## src/hw/bil_pkg.sv

```systemverilog
// package of constants and types for the boot image loader
// assumes a single core clock domain (mclk) and a synchronous reset
package bil_pkg;

  // ----------------------------------------------------------------
  // timing
  // ----------------------------------------------------------------
  localparam int CLK_PERIOD_NS = 100;
  localparam int RESET_PHASE_US = 15;
  localparam int RESET_PHASE_CYCLES = (RESET_PHASE_US * 1000 + CLK_PERIOD_NS - 1) / CLK_PERIOD_NS;
  localparam int SCLK_DIV = 8;
  localparam int SCLK_HALF = SCLK_DIV / 2;
  localparam int SPI1_DIV = 160;
  localparam int SPI1_HALF = SPI1_DIV / 2;

  // ----------------------------------------------------------------
  // image format and crc
  // ----------------------------------------------------------------
  localparam logic [31:0] CRC_POLY = 32'hedb88320;
  localparam logic [31:0] CRC_PRESET = 32'hffffffff;
  localparam logic [31:0] CRC_BYPASS = 32'h0d15ab1e;
  localparam logic [7:0] FLASH_READ_CMD = 8'h03;
  localparam logic [23:0] FLASH_START_ADDR = 24'h000000;
  localparam logic [15:0] OTP_START_ADDR = 16'h0000;
  localparam logic [15:0] RAM_BASE_ADDR = 16'h0000;
  localparam int SECURE_BOOT_BIT = 5;
  localparam int FIFO_DEPTH = 8;
  localparam int FIFO_WIDTH = 8;

  // ----------------------------------------------------------------
  // boot sources and loader states
  // ----------------------------------------------------------------
  typedef enum logic [2:0] {
    BIL_SRC_QSPI,
    BIL_SRC_SPI,
    BIL_SRC_SLAVE,
    BIL_SRC_CHAN,
    BIL_SRC_OTP
  } bil_src_t;

  typedef enum logic [3:0] {
    BIL_ST_RESET,
    BIL_ST_SELECT,
    BIL_ST_CMD,
    BIL_ST_DATA,
    BIL_ST_WAIT,
    BIL_ST_RUN,
    BIL_ST_ERROR,
    BIL_ST_EXTERN
  } bil_state_t;

  typedef enum logic [1:0] {
    BIL_PH_LEN,
    BIL_PH_PROG,
    BIL_PH_CRC,
    BIL_PH_DONE
  } bil_phase_t;

  // crc-32 reflected, one byte
  function automatic logic [31:0] bil_crc_byte(input logic [31:0] crc, input logic [7:0] b);
    logic [31:0] c;
    c = crc ^ {24'h000000, b};
    for (int i = 0; i < 8; i++) begin
      c = c[0] ? ((c >> 1) ^ CRC_POLY) : (c >> 1);
    end
    return c;
  endfunction : bil_crc_byte

endpackage : bil_pkg

```

## src/hw/bil_fifo.sv

```systemverilog
// small synchronous fifo between byte assembly and the image parser
// assumes one clock, synchronous active-high reset, clock enable
`timescale 1ns/1ps
`default_nettype none
module bil_fifo #(
  parameter int WIDTH = 8,
  parameter int DEPTH = 8
) (
  input wire logic mclk,
  input wire logic reset,
  input wire logic clk_en,
  input wire logic in_valid,
  output logic in_ready,
  input wire logic [WIDTH-1:0] in_data,
  output logic out_valid,
  input wire logic out_ready,
  output logic [WIDTH-1:0] out_data
);
  localparam int AW = $clog2(DEPTH);
  logic [WIDTH-1:0] mem [DEPTH];
  logic [AW:0] wr_ptr_reg;
  logic [AW:0] rd_ptr_reg;
  logic push;
  logic pop;

  // full when pointers differ only in the wrap bit
  assign in_ready = !((wr_ptr_reg[AW] != rd_ptr_reg[AW]) &&
                      (wr_ptr_reg[AW-1:0] == rd_ptr_reg[AW-1:0]));
  assign out_valid = (wr_ptr_reg != rd_ptr_reg);
  assign out_data = mem[rd_ptr_reg[AW-1:0]];
  assign push = clk_en && in_valid && in_ready;
  assign pop = clk_en && out_valid && out_ready;

  // storage write
  always_ff @(posedge mclk) begin
    if (push) begin
      mem[wr_ptr_reg[AW-1:0]] <= in_data;
    end
  end

  // pointers
  always_ff @(posedge mclk) begin
    if (reset) begin
      wr_ptr_reg <= '0;
      rd_ptr_reg <= '0;
    end else begin
      if (push) begin
        wr_ptr_reg <= wr_ptr_reg + 1'b1;
      end
      if (pop) begin
        rd_ptr_reg <= rd_ptr_reg + 1'b1;
      end
    end
  end
endmodule : bil_fifo
`default_nettype wire

```

## src/hw/bil_loader.sv

```systemverilog
// boot sequencer: reset phase, boot source select, flash/otp image load
// assumes straps and flash data come from pins, ram/otp are same clock
`timescale 1ns/1ps
`default_nettype none
// Overview of operation
// RULE1: while chip reset is low stay idle and pull down all pins.
// RULE2: after reset release run an internal reset phase before booting.
// RULE3: secure-boot bit five set forces boot from one-time memory.
// RULE4: strap two low decodes straps one/zero to a tile boot source.
// RULE5: strap two high boots from channel end zero, straps pick links.
// RULE6: image is length word, four times length bytes, then crc word.
// RULE7: length and crc words are assembled least significant byte first.
// RULE8: program goes into ram from lowest address, runs from there.
// RULE9: crc covers length word and program bytes, not the crc word.
// RULE10: reflected crc-32, preset all ones, remainder inverted.
// RULE11: quad boot enables six pins and drives the serial clock.
// RULE12: quad boot sends read command and 24-bit zero address first.
// RULE13: clock idles low, data sampled on the rising edge.
// RULE14: each byte arrives as two nibbles, low nibble first.
// RULE15: fixed select, four data and one clock pin.
// RULE16: pin assignment hard wired, not changeable.
// RULE17: one-time-memory boot reads from its address zero.
// RULE18: single-bit spi boot, slower clock, bytes lsb first.
// RULE19: quad clock is core clock divided by eight.
// RULE20: crc mismatch without bypass raises error, program not started.
module bil_loader
  import bil_pkg::*;
(
  input wire logic mclk,
  input wire logic reset,
  input wire logic clk_en,
  input wire logic rst_n_pin,
  input wire logic [2:0] boot_strap_pins,
  input wire logic [31:0] security_reg,
  output logic pin_pulldown_en,
  output logic flash_select_pin,
  output logic serial_clock_pin,
  output logic [3:0] quad_data_out,
  output logic [3:0] quad_data_oe,
  input wire logic [3:0] quad_data_in,
  output logic [15:0] otp_addr,
  output logic otp_rd,
  input wire logic [7:0] otp_data,
  output logic ram_we,
  output logic [15:0] ram_addr,
  output logic [7:0] ram_wdata,
  output logic [2:0] tile0_source,
  output logic [2:0] tile1_source,
  output logic [7:0] links_enabled,
  output logic links_five_wire,
  output logic run_start,
  output logic [15:0] run_addr,
  output logic boot_done,
  output logic boot_error
);
  // ----------------------------------------------------------------
  // input synchronisers
  // ----------------------------------------------------------------
  logic [1:0] rstn_sync_reg;
  logic [2:0] strap_s1_reg, strap_s2_reg;
  logic [3:0] qd_s1_reg, qd_s2_reg;
  // two flops for every pin input
  always_ff @(posedge mclk) begin
    if (reset) begin
      rstn_sync_reg <= 2'h0;
      strap_s1_reg <= 3'h0;
      strap_s2_reg <= 3'h0;
      qd_s1_reg <= 4'h0;
      qd_s2_reg <= 4'h0;
    end else if (clk_en) begin
      rstn_sync_reg <= {rstn_sync_reg[0], rst_n_pin};
      strap_s1_reg <= boot_strap_pins;
      strap_s2_reg <= strap_s1_reg;
      qd_s1_reg <= quad_data_in;
      qd_s2_reg <= qd_s1_reg;
    end
  end
  // ----------------------------------------------------------------
  // state
  // ----------------------------------------------------------------
  bil_state_t state_reg;
  bil_phase_t phase_reg;
  bil_src_t src_reg;
  logic [15:0] rst_cnt_reg;
  logic [7:0] div_cnt_reg;
  logic [5:0] bit_cnt_reg;
  logic sclk_reg;
  logic [31:0] shift_reg;
  logic [3:0] low_nib_reg;
  logic nib_half_reg;
  logic [31:0] len_reg, crc_word_reg, crc_reg, prog_cnt_reg;
  logic [1:0] byte_idx_reg;
  logic [15:0] wr_addr_reg;
  logic otp_pend_reg;
  logic chip_held;
  logic rise, fall, div_wrap;
  logic [7:0] half_cnt;
  logic byte_valid;
  logic [7:0] byte_data;
  logic fifo_in_ready, fifo_out_valid, fifo_out_ready;
  logic [7:0] fifo_out_data;
  logic [31:0] crc_next;
  // RULE1: pulldowns during reset
  assign chip_held = !rstn_sync_reg[1];
  assign pin_pulldown_en = chip_held;
  // RULE19: divide by eight, spi slower
  assign half_cnt = (src_reg == BIL_SRC_SPI) ? 8'(SPI1_HALF) : 8'(SCLK_HALF);
  assign div_wrap = (div_cnt_reg == half_cnt - 8'h01);
  // RULE13: sample on rising, shift on falling; fifo full stalls clock
  assign rise = div_wrap && !sclk_reg && fifo_in_ready;
  assign fall = div_wrap && sclk_reg;
  // reset phase counter and top-level sequencing
  always_ff @(posedge mclk) begin
    if (reset || (clk_en && chip_held)) begin
      state_reg <= BIL_ST_RESET;
      rst_cnt_reg <= 16'h0000;
      src_reg <= BIL_SRC_QSPI;
      tile0_source <= 3'h0;
      tile1_source <= 3'h0;
      links_enabled <= 8'h00;
      links_five_wire <= 1'b0;
    end else if (clk_en) begin
      case (state_reg)
        // RULE2: internal reset phase
        BIL_ST_RESET: begin
          rst_cnt_reg <= rst_cnt_reg + 16'h0001;
          if (rst_cnt_reg == 16'(RESET_PHASE_CYCLES - 1)) begin
            state_reg <= BIL_ST_SELECT;
          end
        end
        BIL_ST_SELECT: begin
          links_enabled <= 8'h00;
          links_five_wire <= 1'b0;
          tile1_source <= 3'(BIL_SRC_CHAN);
          // RULE3: secure boot override
          if (security_reg[SECURE_BOOT_BIT]) begin
            src_reg <= BIL_SRC_OTP;
            tile0_source <= 3'(BIL_SRC_OTP);
            state_reg <= BIL_ST_DATA;
          end else if (!strap_s2_reg[2]) begin
            // RULE4: strap decode, no links; only 11 moves tile 1 off
            state_reg <= strap_s2_reg[1] ? BIL_ST_EXTERN : BIL_ST_CMD;
            case (strap_s2_reg[1:0])
              2'h0: src_reg <= BIL_SRC_QSPI;
              2'h1: src_reg <= BIL_SRC_SPI;
              default: src_reg <= BIL_SRC_SLAVE;
            endcase
            if (strap_s2_reg[1:0] == 2'h3) begin
              tile1_source <= 3'(BIL_SRC_SLAVE);
            end
            tile0_source <= (strap_s2_reg[1:0] == 2'h0) ? 3'(BIL_SRC_QSPI) :
                            (strap_s2_reg[1:0] == 2'h1) ? 3'(BIL_SRC_SPI) : 3'(BIL_SRC_SLAVE);
          end else begin
            // RULE5: channel boot, links by strap, only strap 00 (link zero alone) is 2-wire
            src_reg <= BIL_SRC_CHAN;
            tile0_source <= 3'(BIL_SRC_CHAN);
            state_reg <= BIL_ST_EXTERN;
            links_five_wire <= (strap_s2_reg[1:0] != 2'h0);
            case (strap_s2_reg[1:0])
              2'h0: links_enabled <= 8'h01;
              2'h1: links_enabled <= 8'hf0;
              2'h2: links_enabled <= 8'h66;
              default: links_enabled <= 8'h0f;
            endcase
          end
        end
        BIL_ST_CMD: begin
          if (fall && bit_cnt_reg == 6'd31) begin
            state_reg <= BIL_ST_DATA;
          end
        end
        BIL_ST_DATA: begin
          if (phase_reg == BIL_PH_DONE && !sclk_reg) begin // wait for clock low
            state_reg <= BIL_ST_WAIT;
          end
        end
        // RULE20: check crc before running, bypass word skips it
        BIL_ST_WAIT: state_reg <= (crc_word_reg == CRC_BYPASS || crc_word_reg == ~crc_reg) ?
                                  BIL_ST_RUN : BIL_ST_ERROR;
        BIL_ST_RUN, BIL_ST_ERROR, BIL_ST_EXTERN: state_reg <= state_reg;
        default: state_reg <= BIL_ST_RESET;
      endcase
    end
  end
  // ----------------------------------------------------------------
  // serial clock and command shifter
  // ----------------------------------------------------------------
  logic spi_active;
  // a frame ends only with the clock low, so the last high phase runs out
  assign spi_active = (state_reg == BIL_ST_CMD) ||
                      (state_reg == BIL_ST_DATA && src_reg != BIL_SRC_OTP &&
                       (phase_reg != BIL_PH_DONE || sclk_reg));
  // RULE11: clock generated only while reading
  always_ff @(posedge mclk) begin
    if (reset || (clk_en && !spi_active)) begin
      div_cnt_reg <= 8'h00;
      sclk_reg <= 1'b0;
    end else if (clk_en) begin
      if (div_wrap) begin
        div_cnt_reg <= 8'h00;
        if (rise || fall) begin
          sclk_reg <= !sclk_reg;
        end
      end else begin
        div_cnt_reg <= div_cnt_reg + 8'h01;
      end
    end
  end
  // RULE12: read command then zero address, single lane, msb first
  always_ff @(posedge mclk) begin
    if (reset || (clk_en && state_reg == BIL_ST_SELECT)) begin
      shift_reg <= {FLASH_READ_CMD, FLASH_START_ADDR};
      bit_cnt_reg <= 6'd0;
    end else if (clk_en && state_reg == BIL_ST_CMD && fall) begin
      shift_reg <= {shift_reg[30:0], 1'b0};
      bit_cnt_reg <= bit_cnt_reg + 6'd1;
    end
  end
  // RULE15: fixed pins; RULE16: no remapping path exists
  assign flash_select_pin = !spi_active;
  assign serial_clock_pin = sclk_reg;
  assign quad_data_out = {3'h0, shift_reg[31]};
  assign quad_data_oe = {3'h0, state_reg == BIL_ST_CMD};
  // ----------------------------------------------------------------
  // byte assembly
  // ----------------------------------------------------------------
  logic [7:0] bit_acc_reg;
  logic [2:0] bit_pos_reg;
  always_ff @(posedge mclk) begin
    if (reset || (clk_en && state_reg != BIL_ST_DATA)) begin
      nib_half_reg <= 1'b0;
      low_nib_reg <= 4'h0;
      bit_acc_reg <= 8'h00;
      bit_pos_reg <= 3'h0;
      byte_valid <= 1'b0;
      byte_data <= 8'h00;
      otp_pend_reg <= 1'b0;
      otp_addr <= OTP_START_ADDR;
    end else if (clk_en) begin
      byte_valid <= 1'b0;
      if (src_reg == BIL_SRC_OTP) begin
        // RULE17: otp read from address zero
        otp_pend_reg <= fifo_in_ready && phase_reg != BIL_PH_DONE && !otp_pend_reg;
        if (otp_pend_reg) begin
          byte_valid <= 1'b1;
          byte_data <= otp_data;
          otp_addr <= otp_addr + 16'h0001;
        end
      end else if (rise && src_reg == BIL_SRC_QSPI) begin
        // RULE14: low nibble first
        nib_half_reg <= !nib_half_reg;
        low_nib_reg <= qd_s2_reg;
        if (nib_half_reg) begin
          byte_valid <= 1'b1;
          byte_data <= {qd_s2_reg, low_nib_reg};
        end
      end else if (rise) begin
        // RULE18: single bit, lsb first on data lane 0
        bit_acc_reg <= {qd_s2_reg[0], bit_acc_reg[7:1]};
        bit_pos_reg <= bit_pos_reg + 3'h1;
        if (bit_pos_reg == 3'h7) begin
          byte_valid <= 1'b1;
          byte_data <= {qd_s2_reg[0], bit_acc_reg[7:1]};
        end
      end
    end
  end
  assign otp_rd = otp_pend_reg;
  // flushed on every select so tail bytes of a past boot never leak in
  bil_fifo #(.WIDTH(FIFO_WIDTH), .DEPTH(FIFO_DEPTH)) u_fifo (
    .mclk(mclk), .reset(reset || state_reg == BIL_ST_SELECT), .clk_en(clk_en),
    .in_valid(byte_valid), .in_ready(fifo_in_ready), .in_data(byte_data),
    .out_valid(fifo_out_valid), .out_ready(fifo_out_ready), .out_data(fifo_out_data)
  );
  // ----------------------------------------------------------------
  // image parser, crc and ram writes
  // ----------------------------------------------------------------
  assign fifo_out_ready = (phase_reg != BIL_PH_DONE);
  // RULE10: reflected crc per byte
  assign crc_next = bil_crc_byte(crc_reg, fifo_out_data);
  always_ff @(posedge mclk) begin
    if (reset || (clk_en && state_reg == BIL_ST_SELECT)) begin
      phase_reg <= BIL_PH_LEN;
      byte_idx_reg <= 2'h0;
      len_reg <= 32'h0;
      crc_word_reg <= 32'h0;
      crc_reg <= CRC_PRESET;
      prog_cnt_reg <= 32'h0;
      wr_addr_reg <= RAM_BASE_ADDR;
      ram_we <= 1'b0;
      ram_addr <= RAM_BASE_ADDR;
      ram_wdata <= 8'h00;
    end else if (clk_en) begin
      ram_we <= 1'b0;
      if (fifo_out_valid && fifo_out_ready) begin
        byte_idx_reg <= byte_idx_reg + 2'h1;
        case (phase_reg)
          BIL_PH_LEN: begin
            // RULE7: length lsb first; RULE9: length in crc
            len_reg <= {fifo_out_data, len_reg[31:8]};
            crc_reg <= crc_next;
            if (byte_idx_reg == 2'h3) begin
              phase_reg <= ({fifo_out_data, len_reg[31:8]} == 32'h0) ? BIL_PH_CRC : BIL_PH_PROG;
              prog_cnt_reg <= {fifo_out_data[5:0], len_reg[31:8], 2'h0};
            end
          end
          BIL_PH_PROG: begin
            // RULE6: four bytes per word; RULE8: ram from lowest address
            crc_reg <= crc_next;
            ram_we <= 1'b1;
            ram_addr <= wr_addr_reg;
            ram_wdata <= fifo_out_data;
            wr_addr_reg <= wr_addr_reg + 16'h0001;
            prog_cnt_reg <= prog_cnt_reg - 32'h1;
            if (prog_cnt_reg == 32'h1) begin
              phase_reg <= BIL_PH_CRC;
            end
          end
          BIL_PH_CRC: begin
            // RULE7: crc word lsb first, kept out of the crc
            crc_word_reg <= {fifo_out_data, crc_word_reg[31:8]};
            if (byte_idx_reg == 2'h3) begin
              phase_reg <= BIL_PH_DONE;
            end
          end
          default: phase_reg <= BIL_PH_DONE;
        endcase
      end
    end
  end
  // RULE8: execution starts at ram base
  assign run_addr = RAM_BASE_ADDR;
  assign run_start = (state_reg == BIL_ST_RUN);
  assign boot_done = (state_reg == BIL_ST_RUN) || (state_reg == BIL_ST_EXTERN);
  assign boot_error = (state_reg == BIL_ST_ERROR);
endmodule : bil_loader
`default_nettype wire

```

## config.mk

```make
export PLATFORM = sky130hd
export DESIGN_NAME = bil_loader
export DESIGN_NICKNAME = d
export VERILOG_FILES = /design/src/hw/bil_pkg.sv /design/src/hw/bil_fifo.sv /design/src/hw/bil_loader.sv
export SDC_FILE = /design/constraint.sdc
export NUM_CORES = 1
export LEC_CHECK = 0
export BUFFER_PORTS_ARGS = -buffer_cell sky130_fd_sc_hd__buf_2
export CAP_MARGIN = 30
export CORE_MARGIN = 10
export CORE_UTILIZATION = 54
export CTS_BUF_LIST = sky130_fd_sc_hd__clkbuf_16
export CTS_CLUSTER_DIAMETER = 100
export DETAILED_ROUTE_END_ITERATION = 10
export MAX_ROUTING_LAYER = met4
export PLACE_DENSITY = 0.73
export SYNTH_ARGS = -nofsm -noshare
export SYNTH_HDL_FRONTEND = slang
export SYNTH_SLANG_ARGS = --single-unit
export TNS_END_PERCENT = 10
```

## constraint.sdc

```tcl
create_clock -name mclk -period 2.83 [get_ports mclk]
set_clock_uncertainty 0.15 [all_clocks]
set_input_delay 0.283 -clock mclk [delete_from_list [all_inputs] [get_ports mclk]]
set_output_delay 0.283 -clock mclk [all_outputs]
set_load 0.02 [all_outputs]
```

# After elaboration in Yosys (flattened, before gate mapping)
# Memories as Yosys holds them, arrays and structs flattened. A register that Yosys moved wholly into a read port is not among the register bits.
# Index checks and enable logic that the tools add are counted.
# word_totals
word_cells,221
memories,1
mem_bits_rw,64
regBits,300
# classes
n_reduce_logical,65
eq_ne,37
bitwise,13
mux,58
n_addsub,11
# mem_list
memory,words,width,rd,rd_ports_with_merged_regs,write_ports,line_no,text
u_fifo.mem,8,8,1,1,1,bil_fifo.sv:20,logic [WIDTH-1:0] mem [DEPTH];
# ops
op,n
$mux W32,9
$not A13 Y14,8
$mux W8,9
$pmux W32 S2,1
$add A16 B1 Y16 const B,3
$eq A32 B1 Y1 const B,1
$eq A32 B28 Y1 const B,1
$eq A32 B32 Y1,1
$logic_not A32 Y1,1
$not A32 Y32,1
$sub A32 B1 Y32 const B,1
$xor A32 B8 Y32,1
$mux W3,8
$pmux W4 S6,1
$pmux W8 S3,1
$logic_and A1 B1 Y1,22
$reduce_and A3 Y1,7
$eq A16 B8 Y1 const B,1
$eq A4 B3 Y1 const B,4
$mux W2,8
$mux W1,15
$reduce_and A5 Y1,3
$ne A2 B2 Y1 const B,7
$mux W4,3
35 further kinds,67

# Logic depth before layout (Yosys ltp)
# depth
word_depth,17
ltp_mapped,10
mapped_depth_nobuf,9

# By module
# Synthesis repeated with hierarchy kept, for this count alone.
# unflattened
hier_cells,1718
area_unflattened_um2,15982.8
# modules_own_cells
mod,seq_area_each_um2,instances,cells_per_inst,area_each_um2
bil_loader,5505.3,1,1549,12972.4
bil_fifo,2142.1,1,169,3010.4

# Worst setup path before layout
# OpenSTA, ideal clock, no wires.
# synth_path
path_type,flip-flop to flip-flop
startpoint,register with a tool-made name
endpoint,register crc_reg[25]
n_path_buf,1
setup_slack_ns,-0.044
stages_incl_launch_ff,9
arrival_time_ns,2.594
setup_time_ns,0.129
synth_period_minus_slack_ns,2.874
path_cell_list,dfxtp_1 -> buf_6 -> mux2_1 -> mux4_2 -> xnor2_4 -> xnor2_2 -> xor3_1 -> nor2_1 -> o21ai_1
# synth_lines
item,line_no,text
end signal: assignment,bil_loader.sv:301,crc_reg <= crc_next;
end signal: assignment,bil_loader.sv:309,crc_reg <= crc_next;
end: declaration,bil_loader.sv:91,"logic [31:0] len_reg, crc_word_reg, crc_reg, prog_cnt_reg;"

==> qor.yml <==
grt:
  gr-total-overflow: 0
  antenna_found_initial: 0
  grt_pass1_wl_mm: 61.9
  grt_max_degree: 64
  grt_pass1_vias: 12100
  track_usage_pct: 20.7
yosys:
  synth_edf_count: 64
  synthFlopType: "dfxtp_1"
  synth_warnings: 0
  avgSynthCellArea_sq_um: 9.27
  yosysUniqueCellTypes: 73
  ys_seq_area_share_pct: 47.6
  netlist_instances: 1733
  synth_area_sq_um: 16100
  async_flop_share_pct: 0
  ys_ff_latch: 350
min_path:
  hold_class: "in2reg"
cells_and_area:
  nets: 1923
  nFillCells: 2364
  antenna_cells: 0
  layout-drive-gt1-share_pct: 15.7
  largest_reg_flops: 64
  syn_to_final_growth_pct: 16.4
clocking:
  numCtsBuffers: 38
  clk_pin_slew_ps: 60
  clk_latency_ps: 530
  root_buffer: "clkbuf_16"
  cts_tree: "done"
  cts_max_level: 2
  clock-sinks: 350
  cts_buffer_depth: 3
detailed_routing:
  first_pass_iters: 5
  vias: 12600
  drt_iter0_markers: 947
  routed_wl_mm: 37.6
  wire_per_inst_um: 16.5
  ant_nets: 0
  vias_per_cell: 5.53
  drc: 0
pwr:
  clkPwrFrac_pct: 45.9
  sw_frac_of_total_pct: 22.9
  power_switching_mw: 2.49
  p_seq_share_pct: 47.3
  p_per_area_nw_per_um2: 582
  p_comb_share_pct: 6.8
  p_int_mw: 8.40
  ir_drop_uv: 497
  leakage_nw: 7.33
floorplan:
  io_pins: 138
  core-area_sq_um: 29500
  die_height_um: 192
  initial_utilization_pct: 54.5
  rows: 63
  dieWidth_um: 192
  dieArea_sq_um: 37000
setup_path:
  slowest_stage: "mux4_2"
  critPathMaxFanout: 10
  cpMostUsedCell: "xnor2_4"
  cp.arrival_ps: 3130
  startpoint_type: "flop"
  crit_path_end_kind: "flop"
  crit_chain: "buf_12 -> mux2_1 -> mux4_2 -> xnor2_4 -> xor2_4 -> xnor2_4 -> xnor3_1 -> o21ai_1"
  timing_worst_setup_path_type: "reg2reg"
  critPathRequiredTime_ps: 3130
  slowest_delay_ps: 560
timing:
  rsz0062_at_grt: "yes"
  hold_slack_ps: 86.7
  setup_violations: 0
  slew_violations: 0
  tns_ps: 0
  post-route-period-util_pct: 100
  fmaxAchievable_ghz: 0.353
  maxSlewHeadroom_pct: 52.9
  tightest_slew_ps: 706
  hold_viol: 0
  layout_min_cycle_time_ps: 2830
job:
  timing.max_cap.violations: 0
placed_design:
  io_buffers: 83
  gp_congestion: 0.885
  detailed_place_hpwl_mm: 25.5
outcome:
  status: "finished, final reports clean"
==> cell usage in the layout (no fill, tap or decap), types with 21 or more instances in the layout <==
master	count
xor2_1	92
nor3_1	32
a21oi_1	147
o21ai_0	55
nor4_1	24
buf_2	83
dfxtp_1	283
conb_1	23
xnor2_1	45
nand2_1	259
edfxtp_1	64
inv_1	21
mux2i_1	40
nand4_1	32
o211ai_1	32
nor2_1	195
nand3_1	35
clkbuf_16	42
or3_1	21
buf_4	79
==> layout make-up <==
type	instances	area, sq um	share of cell area (%)
multi-input cells	1265	7970	42.6
flip-flops and latches	350	7650	40.9
repair buffers	183	1260	6.72
clock buffers	42	1050	5.62
well taps	390	488	2.61
clock inverters	27	221	1.18
inverters	16	60.1	0.321
==> per-stage QoR <==
stage | util [%] | cell area (sq um) | power, mW | cells | setup WS (ps)
floorplan | - | 16200 | 5.78 | 1755 | 24.7
global placement | 58.1 | 17100 | 5.92 | 2184 | 27.6
detailed placement | 58.1 | 17100 | 5.94 | 2185 | -57.1
CTS | 63.0 | 18600 | 10.9 | 2269 | -32.4
global route | 63.4 | 18700 | 11.2 | 2273 | -76.2
finish | 63.4 | 18700 | 10.9 | 2273 | 1.00
==> worst paths after layout <==
path,from,endpoint,slack [ps],cells after the start
min reg2reg,ram_addr[5],ram_addr[5],300,2
min,otp_data[2],byte_data[2],90,4
max reg2reg,flop,crc_reg[19],1,8
max,flop,crc_reg[19],1,8
==> power groups by stage <==
stage	clock network [mW]	logic, mW	registers, mW
2_1_floorplan	0	0.535	5.24
3_5_place_dp	0	0.672	5.26
4_1_cts	5.06	0.697	5.15
5_1_grt	5.28	0.798	5.16
6_report	5.00	0.735	5.15
3_3_place_gp	0	0.662	5.26
==> layer usage <==
layer	share of wire, %	wire (um)	GRT usage (%)
met5	0	0	-
met4	2.0	760	5.58
met3	4.6	1750	3.54
met2	49	18500	33.9
met1	44	16600	26.0
==> synth_stat cells, types with 11 or more instances <==
master	number	area share [%]
dfxtp_1	286	36
nor4_1	24	0.93
nor2_1	198	4.6
xnor2_1	49	2.7
edfxtp_1	64	12
inv_1	15	0.35
o211ai_1	32	1.5
and3_1	13	0.51
a211oi_1	11	0.51
ha_1	18	1.4
nand3_1	35	1.1
mux2i_1	40	2.5
o21ai_0	55	1.7
xor2_1	94	5.1
nand2_1	259	6.1
nand4_1	32	1.2
or3_1	22	0.86
buf_4	28	1.3
nor3_1	33	1.0
a21oi_1	148	4.6
nand2b_1	14	0.55
clkbuf_1	90	2.1
==> repair_timing <==
| item | in CTS | in global routing |
|---|---|---|
| pin swaps | 2 | 4 |
| setup buffers | 0 | 4 |
| hold buffers | 15 | 0 |
| hold endpoints to repair | 14 | 0 |
| endpoints found under the setup margin | 9 | 25 |
| resized for setup | 4 | 20 |
==> cell families (layout without fill, tap and decap cells) <==
logic type               count (synthesis)  count (layout)  synth area share (%)
buffers and inverters                  140             268                  4.07
flip-flops                             350             350                  47.6
multiplexers                            71              71                  5.53
adder cells (fa/ha/maj)                 18              18                  1.40
other                                    1              23                0.0233
AO/OA/AOI/OAI                          311             311                  11.4
XOR/XNOR                               164             164                  10.7
AND/OR/NAND/NOR                        678             678                  19.2
==> critical path: cells and delay by family, from the launching register on <==
family | cells | cell delay (ps)
buffers and inverters | 1 | 140
DFF | 1 | 360
muxes | 2 | 890
xor gates and xnor gates | 4 | 1090
AOI/OAI and AO/OA | 1 | 120
(Power assumes the default switching activity.)
